**src/inc/bus_exc_pkg.sv**
```systemverilog
package bus_exc_pkg;
	// ***************************************************************
	// widths
	// ***************************************************************
	localparam int ADDR_W = 32;
	localparam int DATA_W = 16;
	localparam int FC_W   = 3;
	localparam int SIZE_W = 2;
	localparam int ACK_W  = 2;
	localparam int WAIT_W = 4;

	// ***************************************************************
	// pin levels and codes
	// ***************************************************************
	localparam logic             ASSERTED     = 1'b0;
	localparam logic             NEGATED      = 1'b1;
	localparam logic [ACK_W-1:0] ACK_NONE     = 2'h3;
	localparam logic [ACK_W-1:0] ACK_PORT16   = 2'h1;
	localparam logic [FC_W-1:0]  FC_CPU_SPACE = 3'h7;

	// ***************************************************************
	// timing
	// ***************************************************************
	localparam int CLK_MHZ        = 200;
	localparam int BUS_TIMEOUT_NS = 640;
	localparam int SYNC_DELAY_NS  = 10;
	// longest wait rounds down, least delay rounds up
	localparam int TIMEOUT_CYCLES = (BUS_TIMEOUT_NS * CLK_MHZ) / 1000;
	localparam int SYNC_CYCLES    = (SYNC_DELAY_NS * CLK_MHZ + 999) / 1000;
	localparam int TMO_W          = $clog2(TIMEOUT_CYCLES + 1);
	localparam int SYNC_W         = $clog2(SYNC_CYCLES + 1);
	localparam logic [TMO_W-1:0]  TMO_LAST  = TMO_W'(TIMEOUT_CYCLES - 1);
	localparam logic [SYNC_W-1:0] SYNC_LAST = SYNC_W'(SYNC_CYCLES - 1);

	// ***************************************************************
	// types
	// ***************************************************************
	typedef enum logic [1:0] {OUT_NORMAL, OUT_HALT, OUT_FAULT, OUT_RETRY} outcome_type;

	typedef enum logic [3:0] {
		ST_IDLE, ST_ADDR, ST_WAIT, ST_LATE, ST_END,
		ST_HALT, ST_RETRY, ST_GRANT, ST_SYNC
	} cycle_state_type;

	typedef enum logic [2:0] {
		RESP_NORMAL, RESP_HALT, RESP_FAULT, RESP_LATE_FAULT,
		RESP_RETRY, RESP_LATE_RETRY, RESP_AUTOVEC, RESP_SILENT
	} resp_type;
endpackage : bus_exc_pkg

```
**src/inc/bus_exc_if.sv**
```systemverilog
`timescale 1ns/1ps
interface bus_exc_if;
	import bus_exc_pkg::*;
	logic [ADDR_W-1:0] addr;
	logic [FC_W-1:0]   fc;
	logic [SIZE_W-1:0] size;
	logic              rw;
	logic [DATA_W-1:0] data_out;
	logic [DATA_W-1:0] data_in;
	logic              addr_strobe_n;
	logic              locked_cycle_n;
	logic              bus_grant_n;
	logic [ACK_W-1:0]  size_ack_n;
	logic              bus_fault_n;
	logic              halt_n;
	logic              auto_vector_n;
	logic              bus_req_n;
	logic              bus_grant_ack_n;

	modport cpu (
		output addr, fc, size, rw, data_out, addr_strobe_n, locked_cycle_n, bus_grant_n,
		input  data_in, size_ack_n, bus_fault_n, halt_n, auto_vector_n, bus_req_n,
		input  bus_grant_ack_n
	);
	modport far (
		input  addr, fc, size, rw, data_out, addr_strobe_n, locked_cycle_n, bus_grant_n,
		output data_in, size_ack_n, bus_fault_n, halt_n, auto_vector_n, bus_req_n,
		output bus_grant_ack_n
	);
endinterface : bus_exc_if

```
**src/logic/cpu_bus_exception.sv**
```systemverilog
`timescale 1ns/1ps
// ***************************************************************
// Overview of operation
// - no acknowledge in time: own bus fault
// - acknowledge alone: normal end, continue
// - halt with acknowledge: end, then hold bus
// - fault without halt: end, fault exception
// - fault one clock after acknowledge: fault
// - fault beats acknowledge, data discarded
// - late fault sampled one clock after acknowledge
// - fault plus halt: retry, not exception
// - retry: strobes idle until both negated
// - after sync delay rerun same access
// - far side drops fault after strobe negates
// - far side drops fault before rerun strobe
// - far side drops acknowledge before next cycle
// - far side changes pins on clock edges
// - fault before acknowledge: cycle ends a clock sooner
// - prefetch fault pending until word used or flushed
// - locked sequence: lock held through retry
// - request with retry: grant bus first
// - no bus release inside locked sequence
// ***************************************************************
module cpu_bus_exception
	import bus_exc_pkg::*;
(
	input  wire logic              ref_clk,
	input  wire logic              srst,
	bus_exc_if.cpu                 bus,
	input  wire logic              start,
	input  wire logic [ADDR_W-1:0] addr,
	input  wire logic [FC_W-1:0]   fc,
	input  wire logic [SIZE_W-1:0] size,
	input  wire logic              write,
	input  wire logic [DATA_W-1:0] wdata,
	input  wire logic              prefetch,
	input  wire logic              lock_seq,
	input  wire logic              word_used,
	input  wire logic              word_flush,
	output logic                   busy,
	output logic                   done,
	output outcome_type            outcome,
	output logic [DATA_W-1:0]      rdata,
	output logic                   fault_exc,
	output logic                   prefetch_fault_pending
);
	// ***************************************************************
	// state
	// ***************************************************************
	cycle_state_type   state;
	cycle_state_type   next_state;
	outcome_type       res;
	outcome_type       next_res;
	logic              halt_seen;
	logic              relinq;
	logic              pf_cycle;
	logic              lock_hold;
	logic [DATA_W-1:0] held_data;
	logic [SYNC_W-1:0] sync_cnt;
	logic              tmo;

	// ***************************************************************
	// pin decode
	// ***************************************************************
	wire vec_cycle  = (bus.fc == FC_CPU_SPACE);
	wire ack_in     = (bus.size_ack_n != ACK_NONE) || (vec_cycle && !bus.auto_vector_n);
	wire fault_pin  = !bus.bus_fault_n;
	wire fault_in   = fault_pin || tmo;
	wire halt_in    = !bus.halt_n;
	wire req_in     = !bus.bus_req_n;
	wire owned_in   = !bus.bus_grant_ack_n;
	wire in_wait    = (state == ST_WAIT);
	wire in_late    = (state == ST_LATE);
	wire in_end     = (state == ST_END);

	// fault is checked first so it wins over a same-edge acknowledge
	wire wait_fault = in_wait && fault_in;
	wire wait_ack   = in_wait && !fault_in && ack_in;
	wire late_fault = in_late && fault_pin;
	wire retry_now  = (wait_fault || late_fault) && halt_in;
	// a locked sequence never gives the bus away, even when asked to
	wire want_rel   = retry_now && req_in && !lock_hold;
	wire fault_end  = in_end && (res == OUT_FAULT);
	wire data_ok    = in_end && (res == OUT_NORMAL || res == OUT_HALT);
	wire cycle_done = in_end && (res == OUT_NORMAL || res == OUT_FAULT || res == OUT_HALT);
	wire pins_clear = !fault_pin && !halt_in;
	wire sync_done  = (sync_cnt == SYNC_LAST);
	wire strobe_on  = (next_state == ST_WAIT) || (next_state == ST_LATE);

	assign next_res = retry_now  ? OUT_RETRY :
	                  (wait_fault || late_fault) ? OUT_FAULT :
	                  halt_seen  ? OUT_HALT :
	                  OUT_NORMAL;

	// ***************************************************************
	// sequencing
	// ***************************************************************
	always_comb
	begin
		next_state = state;
		case (state)
			ST_IDLE:  next_state = start ? ST_ADDR : ST_IDLE;
			ST_ADDR:  next_state = ST_WAIT;
			ST_WAIT:  next_state = wait_fault ? ST_END : (wait_ack ? ST_LATE : ST_WAIT);
			// one extra clock gives a late fault its sampling edge
			ST_LATE:  next_state = ST_END;
			ST_END:
			begin
				case (res)
					OUT_HALT:  next_state = ST_HALT;
					OUT_RETRY: next_state = ST_RETRY;
					default:   next_state = ST_IDLE;
				endcase
			end
			ST_HALT:  next_state = halt_in ? ST_HALT : ST_IDLE;
			ST_RETRY: next_state = !pins_clear ? ST_RETRY : (relinq ? ST_GRANT : ST_SYNC);
			ST_GRANT: next_state = (req_in || owned_in) ? ST_GRANT : ST_SYNC;
			ST_SYNC:  next_state = sync_done ? ST_ADDR : ST_SYNC;
			default:  next_state = ST_IDLE;
		endcase
	end

	bus_watchdog bus_watchdog_i (
		.ref_clk (ref_clk),
		.srst    (srst),
		.run     (in_wait),
		.expired (tmo)
	);

	always_ff @(posedge ref_clk)
	begin
		if (srst)
		begin
			state     <= ST_IDLE;
			res       <= OUT_NORMAL;
			halt_seen <= 1'b0;
			relinq    <= 1'b0;
			sync_cnt  <= '0;
		end
		else
		begin
			state     <= next_state;
			if (wait_fault || in_late)
				res <= next_res;
			if (state == ST_ADDR)
				halt_seen <= 1'b0;
			else if (wait_ack)
				halt_seen <= halt_in;
			if (retry_now)
				relinq <= want_rel;
			sync_cnt  <= (state == ST_SYNC) ? SYNC_W'(sync_cnt + 1'b1) : '0;
		end
	end

	// ***************************************************************
	// access attributes, held untouched across a retry
	// ***************************************************************
	always_ff @(posedge ref_clk)
	begin
		if (srst)
		begin
			bus.addr     <= '0;
			bus.fc       <= '0;
			bus.size     <= '0;
			bus.rw       <= NEGATED;
			bus.data_out <= '0;
			pf_cycle     <= 1'b0;
		end
		else if (state == ST_IDLE && start)
		begin
			bus.addr     <= addr;
			bus.fc       <= fc;
			bus.size     <= size;
			bus.rw       <= !write;
			bus.data_out <= wdata;
			pf_cycle     <= prefetch;
		end
	end

	// ***************************************************************
	// pins and user results
	// ***************************************************************
	always_ff @(posedge ref_clk)
	begin
		if (srst)
		begin
			bus.addr_strobe_n  <= NEGATED;
			bus.bus_grant_n    <= NEGATED;
			bus.locked_cycle_n <= NEGATED;
			lock_hold          <= 1'b0;
			held_data          <= '0;
			rdata              <= '0;
			busy               <= 1'b0;
			done               <= 1'b0;
			outcome            <= OUT_NORMAL;
			fault_exc          <= 1'b0;
			prefetch_fault_pending <= 1'b0;
		end
		else
		begin
			bus.addr_strobe_n  <= !strobe_on;
			bus.bus_grant_n    <= !(next_state == ST_GRANT);
			// released only between operations, never mid retry
			if (state == ST_IDLE)
				lock_hold <= start && lock_seq;
			else if (lock_seq)
				lock_hold <= 1'b1;
			bus.locked_cycle_n <= !(lock_hold || (state == ST_IDLE && start && lock_seq));
			if (wait_ack)
				held_data <= bus.data_in;
			if (data_ok && bus.rw)
				rdata <= held_data;
			busy    <= (next_state != ST_IDLE);
			done    <= cycle_done;
			if (in_end)
				outcome <= res;
			// a new fault outranks a flush landing on the same edge
			fault_exc <= (fault_end && !pf_cycle) ||
			             (prefetch_fault_pending && word_used && !word_flush);
			prefetch_fault_pending <= (fault_end && pf_cycle) ||
			             (prefetch_fault_pending && !word_used && !word_flush);
		end
	end
endmodule : cpu_bus_exception

```
**src/logic/bus_watchdog.sv**
```systemverilog
`timescale 1ns/1ps
module bus_watchdog
	import bus_exc_pkg::*;
(
	input  wire logic ref_clk,
	input  wire logic srst,
	input  wire logic run,
	output logic      expired
);
	logic [TMO_W-1:0] count;

	wire hit_last = run && (count == TMO_LAST);

	always_ff @(posedge ref_clk)
	begin
		if (srst)
		begin
			count   <= '0;
			expired <= 1'b0;
		end
		else
		begin
			count   <= run ? TMO_W'(count + 1'b1) : '0;
			expired <= hit_last;
		end
	end
endmodule : bus_watchdog

```
**src/flat_wrapper.sv**
```systemverilog
// flat-port wrapper written by rule: the top's interface ports become plain ports
module cpu_bus_exception_flat import bus_exc_pkg::*;
  (ref_clk, srst, start, addr, fc, size, write, wdata, prefetch, lock_seq, word_used, word_flush, busy, done, outcome, rdata, fault_exc, prefetch_fault_pending, bus_addr, bus_fc, bus_size, bus_rw, bus_data_out, bus_addr_strobe_n, bus_locked_cycle_n, bus_bus_grant_n, bus_data_in, bus_size_ack_n, bus_bus_fault_n, bus_halt_n, bus_auto_vector_n, bus_bus_req_n, bus_bus_grant_ack_n);
  bus_exc_if bus_i ();
  input  wire logic ref_clk;
  input  wire logic srst;
  input  wire logic start;
  input  wire logic [ADDR_W-1:0] addr;
  input  wire logic [FC_W-1:0] fc;
  input  wire logic [SIZE_W-1:0] size;
  input  wire logic write;
  input  wire logic [DATA_W-1:0] wdata;
  input  wire logic prefetch;
  input  wire logic lock_seq;
  input  wire logic word_used;
  input  wire logic word_flush;
  output logic busy;
  output logic done;
  output outcome_type outcome;
  output logic [DATA_W-1:0] rdata;
  output logic fault_exc;
  output logic prefetch_fault_pending;
  output wire logic [$bits(bus_i.addr)-1:0] bus_addr;
  output wire logic [$bits(bus_i.fc)-1:0] bus_fc;
  output wire logic [$bits(bus_i.size)-1:0] bus_size;
  output wire logic [$bits(bus_i.rw)-1:0] bus_rw;
  output wire logic [$bits(bus_i.data_out)-1:0] bus_data_out;
  output wire logic [$bits(bus_i.addr_strobe_n)-1:0] bus_addr_strobe_n;
  output wire logic [$bits(bus_i.locked_cycle_n)-1:0] bus_locked_cycle_n;
  output wire logic [$bits(bus_i.bus_grant_n)-1:0] bus_bus_grant_n;
  input wire logic [$bits(bus_i.data_in)-1:0] bus_data_in;
  input wire logic [$bits(bus_i.size_ack_n)-1:0] bus_size_ack_n;
  input wire logic [$bits(bus_i.bus_fault_n)-1:0] bus_bus_fault_n;
  input wire logic [$bits(bus_i.halt_n)-1:0] bus_halt_n;
  input wire logic [$bits(bus_i.auto_vector_n)-1:0] bus_auto_vector_n;
  input wire logic [$bits(bus_i.bus_req_n)-1:0] bus_bus_req_n;
  input wire logic [$bits(bus_i.bus_grant_ack_n)-1:0] bus_bus_grant_ack_n;
  assign bus_addr = bus_i.addr;
  assign bus_fc = bus_i.fc;
  assign bus_size = bus_i.size;
  assign bus_rw = bus_i.rw;
  assign bus_data_out = bus_i.data_out;
  assign bus_addr_strobe_n = bus_i.addr_strobe_n;
  assign bus_locked_cycle_n = bus_i.locked_cycle_n;
  assign bus_bus_grant_n = bus_i.bus_grant_n;
  assign bus_i.data_in = bus_data_in;
  assign bus_i.size_ack_n = bus_size_ack_n;
  assign bus_i.bus_fault_n = bus_bus_fault_n;
  assign bus_i.halt_n = bus_halt_n;
  assign bus_i.auto_vector_n = bus_auto_vector_n;
  assign bus_i.bus_req_n = bus_bus_req_n;
  assign bus_i.bus_grant_ack_n = bus_bus_grant_ack_n;
  cpu_bus_exception u_core (.ref_clk(ref_clk), .srst(srst), .bus(bus_i), .start(start), .addr(addr), .fc(fc), .size(size), .write(write), .wdata(wdata), .prefetch(prefetch), .lock_seq(lock_seq), .word_used(word_used), .word_flush(word_flush), .busy(busy), .done(done), .outcome(outcome), .rdata(rdata), .fault_exc(fault_exc), .prefetch_fault_pending(prefetch_fault_pending));
endmodule
```
**config.mk**
```make
export PLATFORM = sky130hd
export DESIGN_NAME = cpu_bus_exception_flat
export DESIGN_NICKNAME = d
export VERILOG_FILES = /design/src/inc/bus_exc_pkg.sv /design/src/inc/bus_exc_if.sv /design/src/logic/cpu_bus_exception.sv /design/src/logic/bus_watchdog.sv /design/src/flat_wrapper.sv
export SDC_FILE = /design/constraint.sdc
export NUM_CORES = 1
export LEC_CHECK = 0
export ABC_AREA = 1
export BUFFER_PORTS_ARGS = -buffer_cell sky130_fd_sc_hd__buf_2
export CAP_MARGIN = 20
export CORE_MARGIN = 5
export CORE_UTILIZATION = 49
export DETAILED_ROUTE_END_ITERATION = 12
export PLACE_DENSITY_LB_ADDON = 0.12
export SYNTH_ARGS = -nofsm -noshare
export SYNTH_HDL_FRONTEND = slang
export SYNTH_SLANG_ARGS = --single-unit
```
**constraint.sdc**
```tcl
create_clock -name ref_clk -period 2 [get_ports ref_clk]
set_input_delay 0.1 -clock ref_clk [delete_from_list [all_inputs] [get_ports ref_clk]]
set_output_delay 0.1 -clock ref_clk [all_outputs]
set_load 0.1 [all_outputs]
```
==> impl_table.tex, run 1 <==
\begin{tabular}{lr}
\hline
Metric & Value \\
\hline
\multicolumn{2}{l}{\textbf{Outcome}} \\
\quad Run status & finished clean \\
\multicolumn{2}{l}{\textbf{STA}} \\
\quad Setup repair after global routing missed its margin & no \\
\quad Minimum clock period after layout & 1.82 ns \\
\quad Worst slew margin & 0.340 \\
\quad FMAX & 550 MHz \\
\quad Hold Violations, Final & 0 \\
\quad Total negative setup slack & 0 ns \\
\quad Max-slew violation count & 0 \\
\quad Finish-stage setup viols & 0 \\
\quad Worst clock skew on the final layout & 0.00642 ns \\
\quad Period Utilization, post-route & 0.908 \\
\quad Worst slew pin tran & 0.990 ns \\
\multicolumn{2}{l}{\textbf{GRT}} \\
\quad Largest net degree at the start of global routing & 59 \\
\quad Initial antenna violation count & 0 \\
\quad Global route overflow & 0 \\
\quad Gr usage total & 0.229 \\
\quad Vias in the first global route & 4502 \\
\quad Wire length of the first global-routing pass & 20800 um \\
\multicolumn{2}{l}{\textbf{Die}} \\
\quad Ports & 163 \\
\quad CORE AREA & 0.00864 mm2 \\
\quad Initial standard-cell utilization of the core & 0.498 \\
\quad Placement Rows & 34 \\
\quad Vertical die dimension & 104 um \\
\quad Overall die area & 0.0107 mm2 \\
\quad Die outline width & 104 um \\
\multicolumn{2}{l}{\textbf{Flow run}} \\
\quad Number of max-cap violations & 0 \\
\multicolumn{2}{l}{\textbf{Worst setup path}} \\
\quad Start-to-end type of the worst setup path & reg2reg \\
\quad Crit-path max cell delay & 0.69 ns \\
\quad Critical path endpoint category & flip-flop \\
\quad Crit-path cells & nor2\_4 > nand2\_1 > nor3\_4 > inv\_2 > o21ai\_0 > a21oi\_1 \\
\quad Worst Path Required & 2.42 ns \\
\quad Max Fanout on Critical Path & 58 \\
\quad Type of origin of the critical path & flip-flop \\
\quad Worst path arrival time & 2.23 ns \\
\quad Crit path max-delay cell type & sky130\_fd\_sc\_hd\_\_inv\_2 \\
\multicolumn{2}{l}{\textbf{Routing}} \\
\quad Antenna Violating Nets Remaining & 0 \\
\quad Total Routed Length & 12400 um \\
\quad Routed WL per cell & 13.4 um \\
\quad Vias per inst & 4.87 \\
\quad Total iterations of the first detailed-routing run & 5 \\
\quad Total via count after detailed routing & 4506 \\
\quad DRC violations left & 0 \\
\quad Detailed Route Iter0 Violations & 178 \\
\multicolumn{2}{l}{\textbf{Yosys}} \\
\quad Yosys cell types & 24 \\
\quad Net Count, Synth & 649 \\
\quad Mean instance size in the synthesized netlist & 7.63 um2 \\
\quad Mapped Cells & 563 \\
\quad Register bit count reported by yosys & 116 \\
\quad Count of flip-flops with a built-in enable after synthesis & 0 \\
\quad Yosys warning count & 0 \\
\quad Synthesized cell area & 0.00430 mm2 \\
\quad Proportion of register bits with asynchronous set or reset after synthesis & 0 \\
\quad Top\_reg\_cell synth & sky130\_fd\_sc\_hd\_\_dfxtp\_1 \\
\quad Portion of the post-synthesis area used by sequential elements & 0.540 \\
\multicolumn{2}{l}{\textbf{Clock network}} \\
\quad Post-CTS clock slew at the launch and capture registers of the worst setup and hold paths & 0.06 ns \\
\quad H-tree depth reported by CTS & 4 \\
\quad Num Clock Sinks & 116 \\
\quad TritonCTS clock tree & yes \\
\quad Buffer cell driving the clock tree root & sky130\_fd\_sc\_hd\_\_clkbuf\_8 \\
\quad Worst-case clock buffer depth & 2 \\
\quad Clock latency at the later pin of the worst-skew pair & 0.49 ns \\
\quad Clock buffers created by TritonCTS & 17 \\
\multicolumn{2}{l}{\textbf{Placed design}} \\
\quad Routability congestion estimate from global placement & 0.834 \\
\quad Detailed placer's ending HPWL & 7550 um \\
\quad Count of buffers from port buffering & 162 \\
\multicolumn{2}{l}{\textbf{Final layout}} \\
\quad Most used cells in the layout excluding fill and tap cells & 169 x sky130\_fd\_sc\_hd\_\_nor2\_1, 162 x sky130\_fd\_sc\_hd\_\_buf\_2, 116 x sky130\_fd\_sc\_hd\_\_dfxtp\_1 \\
\quad Fraction of layout cells with a size suffix above 1 & 0.253 \\
\quad Count of antenna diodes in the layout & 0 \\
\quad Area growth from synthesis to layout & 52.1\% \\
\quad Filler cell count & 640 \\
\quad Most frequent standard cell in the layout excluding fill and tap cells & sky130\_fd\_sc\_hd\_\_nor2\_1 \\
\quad Fin util & 0.757 \\
\quad Number of nets at the end of the flow & 890 \\
\multicolumn{2}{l}{\textbf{Min path}} \\
\quad Path type of the worst min-delay path & in2reg \\
\multicolumn{2}{l}{\textbf{Pwr}} \\
\quad Worst ir drop on vdd & 0.674 mV \\
\quad Power per standard cell area & 1080 mW/mm2 \\
\quad Leakage & 0.00309 uW \\
\hline
\end{tabular}
-- power breakdown --
group	internal (uW)	switching, uW
Combinational	368	1380
Sequential	2480	87.0
Clock	1660	1070
Total	4500	2540
-- stage by stage --
| step | total power, uW | area, um2 | hold slack [ns] | setup slack, ns | cells |
|---|---|---|---|---|---|
| global placement | 4190 | 5170 | 0.314 | 0.253 | 812 |
| detailed placement | 4210 | 5170 | 0.314 | 0.221 | 812 |
| CTS | 7070 | 6530 | 0.0845 | 0.212 | 925 |
| global route | 7330 | 6540 | 0.128 | 0.0417 | 925 |
| finish | 7040 | 6540 | 0.0962 | 0.183 | 925 |
| floorplan | 3900 | 4300 | 0.196 | 0.192 | 563 |
-- logic make-up after synthesis --
kind of cell | synth area share
compound gates | 0.147
simple gates | 0.229
fa+ha+maj | 0.00582
flops | 0.540
xor+xnor | 0.00204
buf+inv | 0.0754
-- worst max-delay path, delay by kind of cell, from the launching register on --
family / cells / cell delay (ns)
flip-flops: 1 / 0.42
AND/OR/NAND/NOR: 3 / 0.26
AO/OA/AOI/OAI: 2 / 0.31
buffers and inverters: 1 / 0.69
-- routing by layer --
metal,track usage,share of wire
met1,0.272,0.42
met2,0.389,0.50
met3,0.0690,0.061
met4,0.0834,0.023
met5,0,0
-- synthesized netlist by cell type (3+ instances only) --
master | number | share of area
sky130_fd_sc_hd__a21oi_1 | 26 | 0.030
sky130_fd_sc_hd__buf_6 | 3 | 0.0079
sky130_fd_sc_hd__clkbuf_1 | 23 | 0.020
sky130_fd_sc_hd__dfxtp_1 | 116 | 0.54
sky130_fd_sc_hd__inv_1 | 51 | 0.045
sky130_fd_sc_hd__nand2_1 | 34 | 0.030
sky130_fd_sc_hd__nand3_1 | 19 | 0.022
sky130_fd_sc_hd__nand3b_1 | 4 | 0.0070
sky130_fd_sc_hd__nand4_1 | 6 | 0.0087
sky130_fd_sc_hd__nor2_1 | 170 | 0.15
sky130_fd_sc_hd__o211ai_1 | 3 | 0.0052
sky130_fd_sc_hd__o21ai_0 | 93 | 0.11
-- what timing repair did --
action,in CTS,in global routing
hold buffers,81,0
setup buffers,0,0
gates resized for setup,0,1
setup endpoints to repair,0,4
endpoints found under the hold margin,83,0
-- registers in the layout, indices dropped and copies added (netlist names), 2 cells and up --
name and flops:
u_core.rdata 16, u_core.bus.fc 3, u_core.bus.size 2, u_core.outcome 2
u_core.bus_watchdog_i.count 8, u_core.res 2, u_core.bus.data_out 16, u_core.state 4
u_core.bus.addr 32, u_core.held_data 16, u_core.sync_cnt 2
-- worst paths after layout --
path,startpoint,endpoint,slack (ns),cells past startpoint
hold reg to reg,u_core.sync_cnt[0],u_core.sync_cnt[0],0.42,1
hold / removal,start,u_core.lock_hold,0.1,5
setup / recovery,u_core.state[0],u_core.pf_cycle,0.18,6
setup reg to reg,u_core.state[0],u_core.pf_cycle,0.18,6
-- layout make-up --
class / instances / area, um2 / share of cell area
flip-flops and latches: 116 / 2320 / 0.355
repair buffers: 249 / 1680 / 0.257
clock buffers: 18 / 418 / 0.0639
clock inverters: 14 / 130 / 0.0199
well taps: 108 / 135 / 0.0207
inverters: 53 / 199 / 0.0304
multi-input cells: 367 / 1650 / 0.253
No activity file was read; power rests on OpenSTA's default activity.
==> run 2: changes to the inputs <==
==> constraint.sdc (replaced) <==
create_clock -name ref_clk -period 1.8 [get_ports ref_clk]
set_input_delay 0.09 -clock ref_clk [delete_from_list [all_inputs] [get_ports ref_clk]]
set_output_delay 0.09 -clock ref_clk [all_outputs]
set_load 0.1 [all_outputs]
==> impl_table.tex, run 2 (synthesis gave the netlist of run 1 again) <==
\begin{tabular}{lr}
\hline
Metric & Value \\
\hline
\multicolumn{2}{l}{\textbf{Outcome}} \\
\quad Run status & finished clean (unchanged) \\
\multicolumn{2}{l}{\textbf{Placed design}} \\
\quad Detailed placer's ending HPWL & 7850 um (was 7550 um) \\
\quad Count of buffers from port buffering & 162 (unchanged) \\
\quad Post-placement setup slack & 0.177 ns (was 0.221 ns) \\
\quad Area post-placement & 0.00519 mm2 (was 0.00517 mm2) \\
\quad Routability congestion estimate from global placement & 0.867 (was 0.834) \\
\multicolumn{2}{l}{\textbf{Final layout}} \\
\quad Most used cells in the layout excluding fill and tap cells & 169 x sky130\_fd\_sc\_hd\_\_nor2\_1, 162 x sky130\_fd\_sc\_hd\_\_buf\_2, 113 x sky130\_fd\_sc\_hd\_\_dfxtp\_1 (was 169 x sky130\_fd\_sc\_hd\_\_nor2\_1, 162 x sky130\_fd\_sc\_hd\_\_buf\_2, 116 x sky130\_fd\_sc\_hd\_\_dfxtp\_1) \\
\quad Max reg flops & 32 (unchanged) \\
\quad Number of nets at the end of the flow & 892 (was 890) \\
\quad Multi-input logic area & 0.00165 mm2 (unchanged) \\
\quad Summed area of non-filler cells in the final layout & 0.00663 mm2 (was 0.00654 mm2) \\
\quad Filler cell count & 624 (was 640) \\
\quad Count of antenna diodes in the layout & 0 (unchanged) \\
\quad Fraction of layout cells with a size suffix above 1 & 0.260 (was 0.253) \\
\quad Most frequent standard cell in the layout excluding fill and tap cells & sky130\_fd\_sc\_hd\_\_nor2\_1 (unchanged) \\
\quad Area growth from synthesis to layout & 54.2\% (was 52.1\%) \\
\quad Top reg by flops & u\_core.bus.addr (unchanged) \\
\quad Sequential standard cell area & 0.00233 mm2 (was 0.00232 mm2) \\
\multicolumn{2}{l}{\textbf{Clock network}} \\
\quad Clock latency at the later pin of the worst-skew pair & 0.51 ns (was 0.49 ns) \\
\quad Buffer cell driving the clock tree root & sky130\_fd\_sc\_hd\_\_clkbuf\_8 (unchanged) \\
\quad Num Clock Sinks & 116 (unchanged) \\
\quad Clock buffers created by TritonCTS & 17 (unchanged) \\
\quad Post-CTS clock slew at the launch and capture registers of the worst setup and hold paths & 0.06 ns (about the same) \\
\quad TritonCTS clock tree & yes (unchanged) \\
\quad Worst-case clock buffer depth & 2 (unchanged) \\
\quad H-tree depth reported by CTS & 4 (unchanged) \\
\multicolumn{2}{l}{\textbf{Die}} \\
\quad Initial standard-cell utilization of the core & 0.498 (unchanged) \\
\quad Placement Rows & 34 (unchanged) \\
\quad Overall die area & 0.0107 mm2 (unchanged) \\
\quad Vertical die dimension & 104 um (unchanged) \\
\quad Die outline width & 104 um (unchanged) \\
\quad Ports & 163 (unchanged) \\
\quad CORE AREA & 0.00864 mm2 (unchanged) \\
\multicolumn{2}{l}{\textbf{Routing}} \\
\quad Detailed Route Iter0 Violations & 264 (was 178) \\
\quad Total iterations of the first detailed-routing run & 5 (unchanged) \\
\quad DRC violations left & 0 (unchanged) \\
\quad Total Routed Length & 13000 um (was 12400 um) \\
\quad Total via count after detailed routing & 4603 (was 4506) \\
\quad Routed WL per cell & 14.0 um (was 13.4 um) \\
\quad Vias per inst & 4.97 (was 4.87) \\
\quad Antenna Violating Nets Remaining & 0 (unchanged) \\
\multicolumn{2}{l}{\textbf{Pwr}} \\
\quad Power per standard cell area & 1250 mW/mm2 (was 1080 mW/mm2) \\
\quad Worst ir drop on vdd & 0.927 mV (was 0.674 mV) \\
\quad Leakage & 0.00315 uW (was 0.00309 uW) \\
\multicolumn{2}{l}{\textbf{GRT}} \\
\quad Met3 routing resource usage after global routing & 0.0796 (was 0.0690) \\
\quad Largest net degree at the start of global routing & 55 (was 59) \\
\quad Initial antenna violation count & 0 (unchanged) \\
\quad Gr usage total & 0.244 (was 0.229) \\
\quad Met2 track utilization from global routing & 0.426 (was 0.389) \\
\quad Wire length of the first global-routing pass & 21800 um (was 20800 um) \\
\quad Global route overflow & 0 (unchanged) \\
\quad Grt met1 use & 0.273 (was 0.272) \\
\quad Vias in the first global route & 4656 (was 4502) \\
\quad Most crowded layer after global routing & met2 (unchanged) \\
\multicolumn{2}{l}{\textbf{STA}} \\
\quad Finish-stage setup viols & 0 (unchanged) \\
\quad Max-slew violation count & 0 (unchanged) \\
\quad Setup slack of the critical path after layout & 0.105 ns (was 0.183 ns) \\
\quad Minimum clock period after layout & 1.70 ns (was 1.82 ns) \\
\quad FMAX & 590 MHz (was 550 MHz) \\
\quad Worst clock skew on the final layout & 0.0128 ns (was 0.00642 ns) \\
\quad Period Utilization, post-route & 0.942 (was 0.908) \\
\quad Hold Violations, Final & 0 (unchanged) \\
\quad Worst slew margin & 0.663 (was 0.340) \\
\quad Setup repair after global routing missed its margin & yes (was no) \\
\quad Worst slew pin tran & 0.508 ns (was 0.990 ns) \\
\multicolumn{2}{l}{\textbf{Worst setup path}} \\
\quad Most used cell, CP & sky130\_fd\_sc\_hd\_\_dlygate4sd3\_1 \\
\quad Crit-path max cell delay & 0.55 ns (was 0.69 ns) \\
\quad Crit. Startpoint & u\_core.prefetch\_fault\_pending (was u\_core.state[0]) \\
\quad Critical path endpoint category & flip-flop (unchanged) \\
\quad Start-to-end type of the worst setup path & reg2reg (unchanged) \\
\quad Worst Path Required & 2.25 ns (was 2.42 ns) \\
\quad Worst path arrival time & 2.15 ns (was 2.23 ns) \\
\quad Crit-path cells & nand3\_1 > dlygate4sd3\_1 > a21oi\_1 > dlygate4sd3\_1 (was nor2\_4 > nand2\_1 > nor3\_4 > inv\_2 > o21ai\_0 > a21oi\_1) \\
\quad Reg-to-reg startpoint & u\_core.prefetch\_fault\_pending (was u\_core.state[0]) \\
\quad Type of origin of the critical path & flip-flop (unchanged) \\
\quad WP buf/inv & 2 (was 1) \\
\quad Top cell family by delay on the critical path & buffers and inverters (unchanged) \\
\quad Max Fanout on Critical Path & 3 (was 58) \\
\quad Crit path max-delay cell type & sky130\_fd\_sc\_hd\_\_dlygate4sd3\_1 (was sky130\_fd\_sc\_hd\_\_inv\_2) \\
\multicolumn{2}{l}{\textbf{Flow run}} \\
\quad Number of max-cap violations & 0 (unchanged) \\
\multicolumn{2}{l}{\textbf{Min path}} \\
\quad Path type of the worst min-delay path & in2reg (unchanged) \\
\quad Worst hold start & start (unchanged) \\
\hline
\end{tabular}
[run 2: layout make-up]
| class | count | area share |
|---|---|---|
| timing repair buffer | 251 | 0.256 |
| clock buffer | 18 | 0.0646 |
| sequential | 116 | 0.351 |
| multi-input combinational | 367 | 0.249 |
| tap | 108 | 0.0204 |
| inverter | 53 | 0.0304 |
| clock inverter | 14 | 0.0285 |
[run 2: repair_timing]
| item | 4_1_cts | 5_1_grt |
|---|---|---|
| hold endpoints to repair | 83 | 0 |
| buffers inserted | 0 | 0 |
| setup endpoints to repair | 0 | 18 |
| hold buffers | 81 | 0 |
| gates resized for setup | 0 | 4 |
[run 2: worst paths after layout]
check / to / slack [ns] / cells past startpoint
worst min-delay path: u_core.lock_hold / 0.09 / 5
worst min register to register: u_core.sync_cnt[0] / 0.42 / 1
worst max-delay path: u_core.fault_exc / 0.10 / 4
worst max register to register: u_core.fault_exc / 0.10 / 4
[run 2: per-layer routing]
metal,part of all wire,wire (um)
met1,0.40,5140
met2,0.50,6530
met3,0.078,1010
met4,0.021,275
met5,0,0
[run 2: worst register-to-register path, stage by stage, from the launching register on]
cell,delay [ns]
sky130_fd_sc_hd__dfxtp_2,0.33
sky130_fd_sc_hd__nand3_1,0.07
sky130_fd_sc_hd__dlygate4sd3_1,0.55
sky130_fd_sc_hd__a21oi_1,0.13
sky130_fd_sc_hd__dlygate4sd3_1,0.55
[run 2: through the flow]
| step | cells | total power, uW | utilization | setup TNS [ns] | hold slack, ns |
|---|---|---|---|---|---|
| detailed placement | 814 | 4690 | 0.601 | 0 | 0.292 |
| global placement | 814 | 4670 | 0.601 | 0 | 0.291 |
| floorplan | 563 | 4340 | - | 0 | 0.186 |
| global route | 927 | 8590 | 0.767 | -0.0203 | 0.111 |
| CTS | 927 | 8330 | 0.767 | 0 | 0.0890 |
| finish | 927 | 8300 | 0.767 | 0 | 0.0934 |
[run 2: report_power, final]
| group | internal [uW] | total [uW] | switching, uW |
|---|---|---|---|
| sequential | 2750 | 2840 | 94.7 |
| combinational | 417 | 1960 | 1540 |
| clock | 2190 | 3500 | 1310 |
| total | 5360 | 8300 | 2940 |
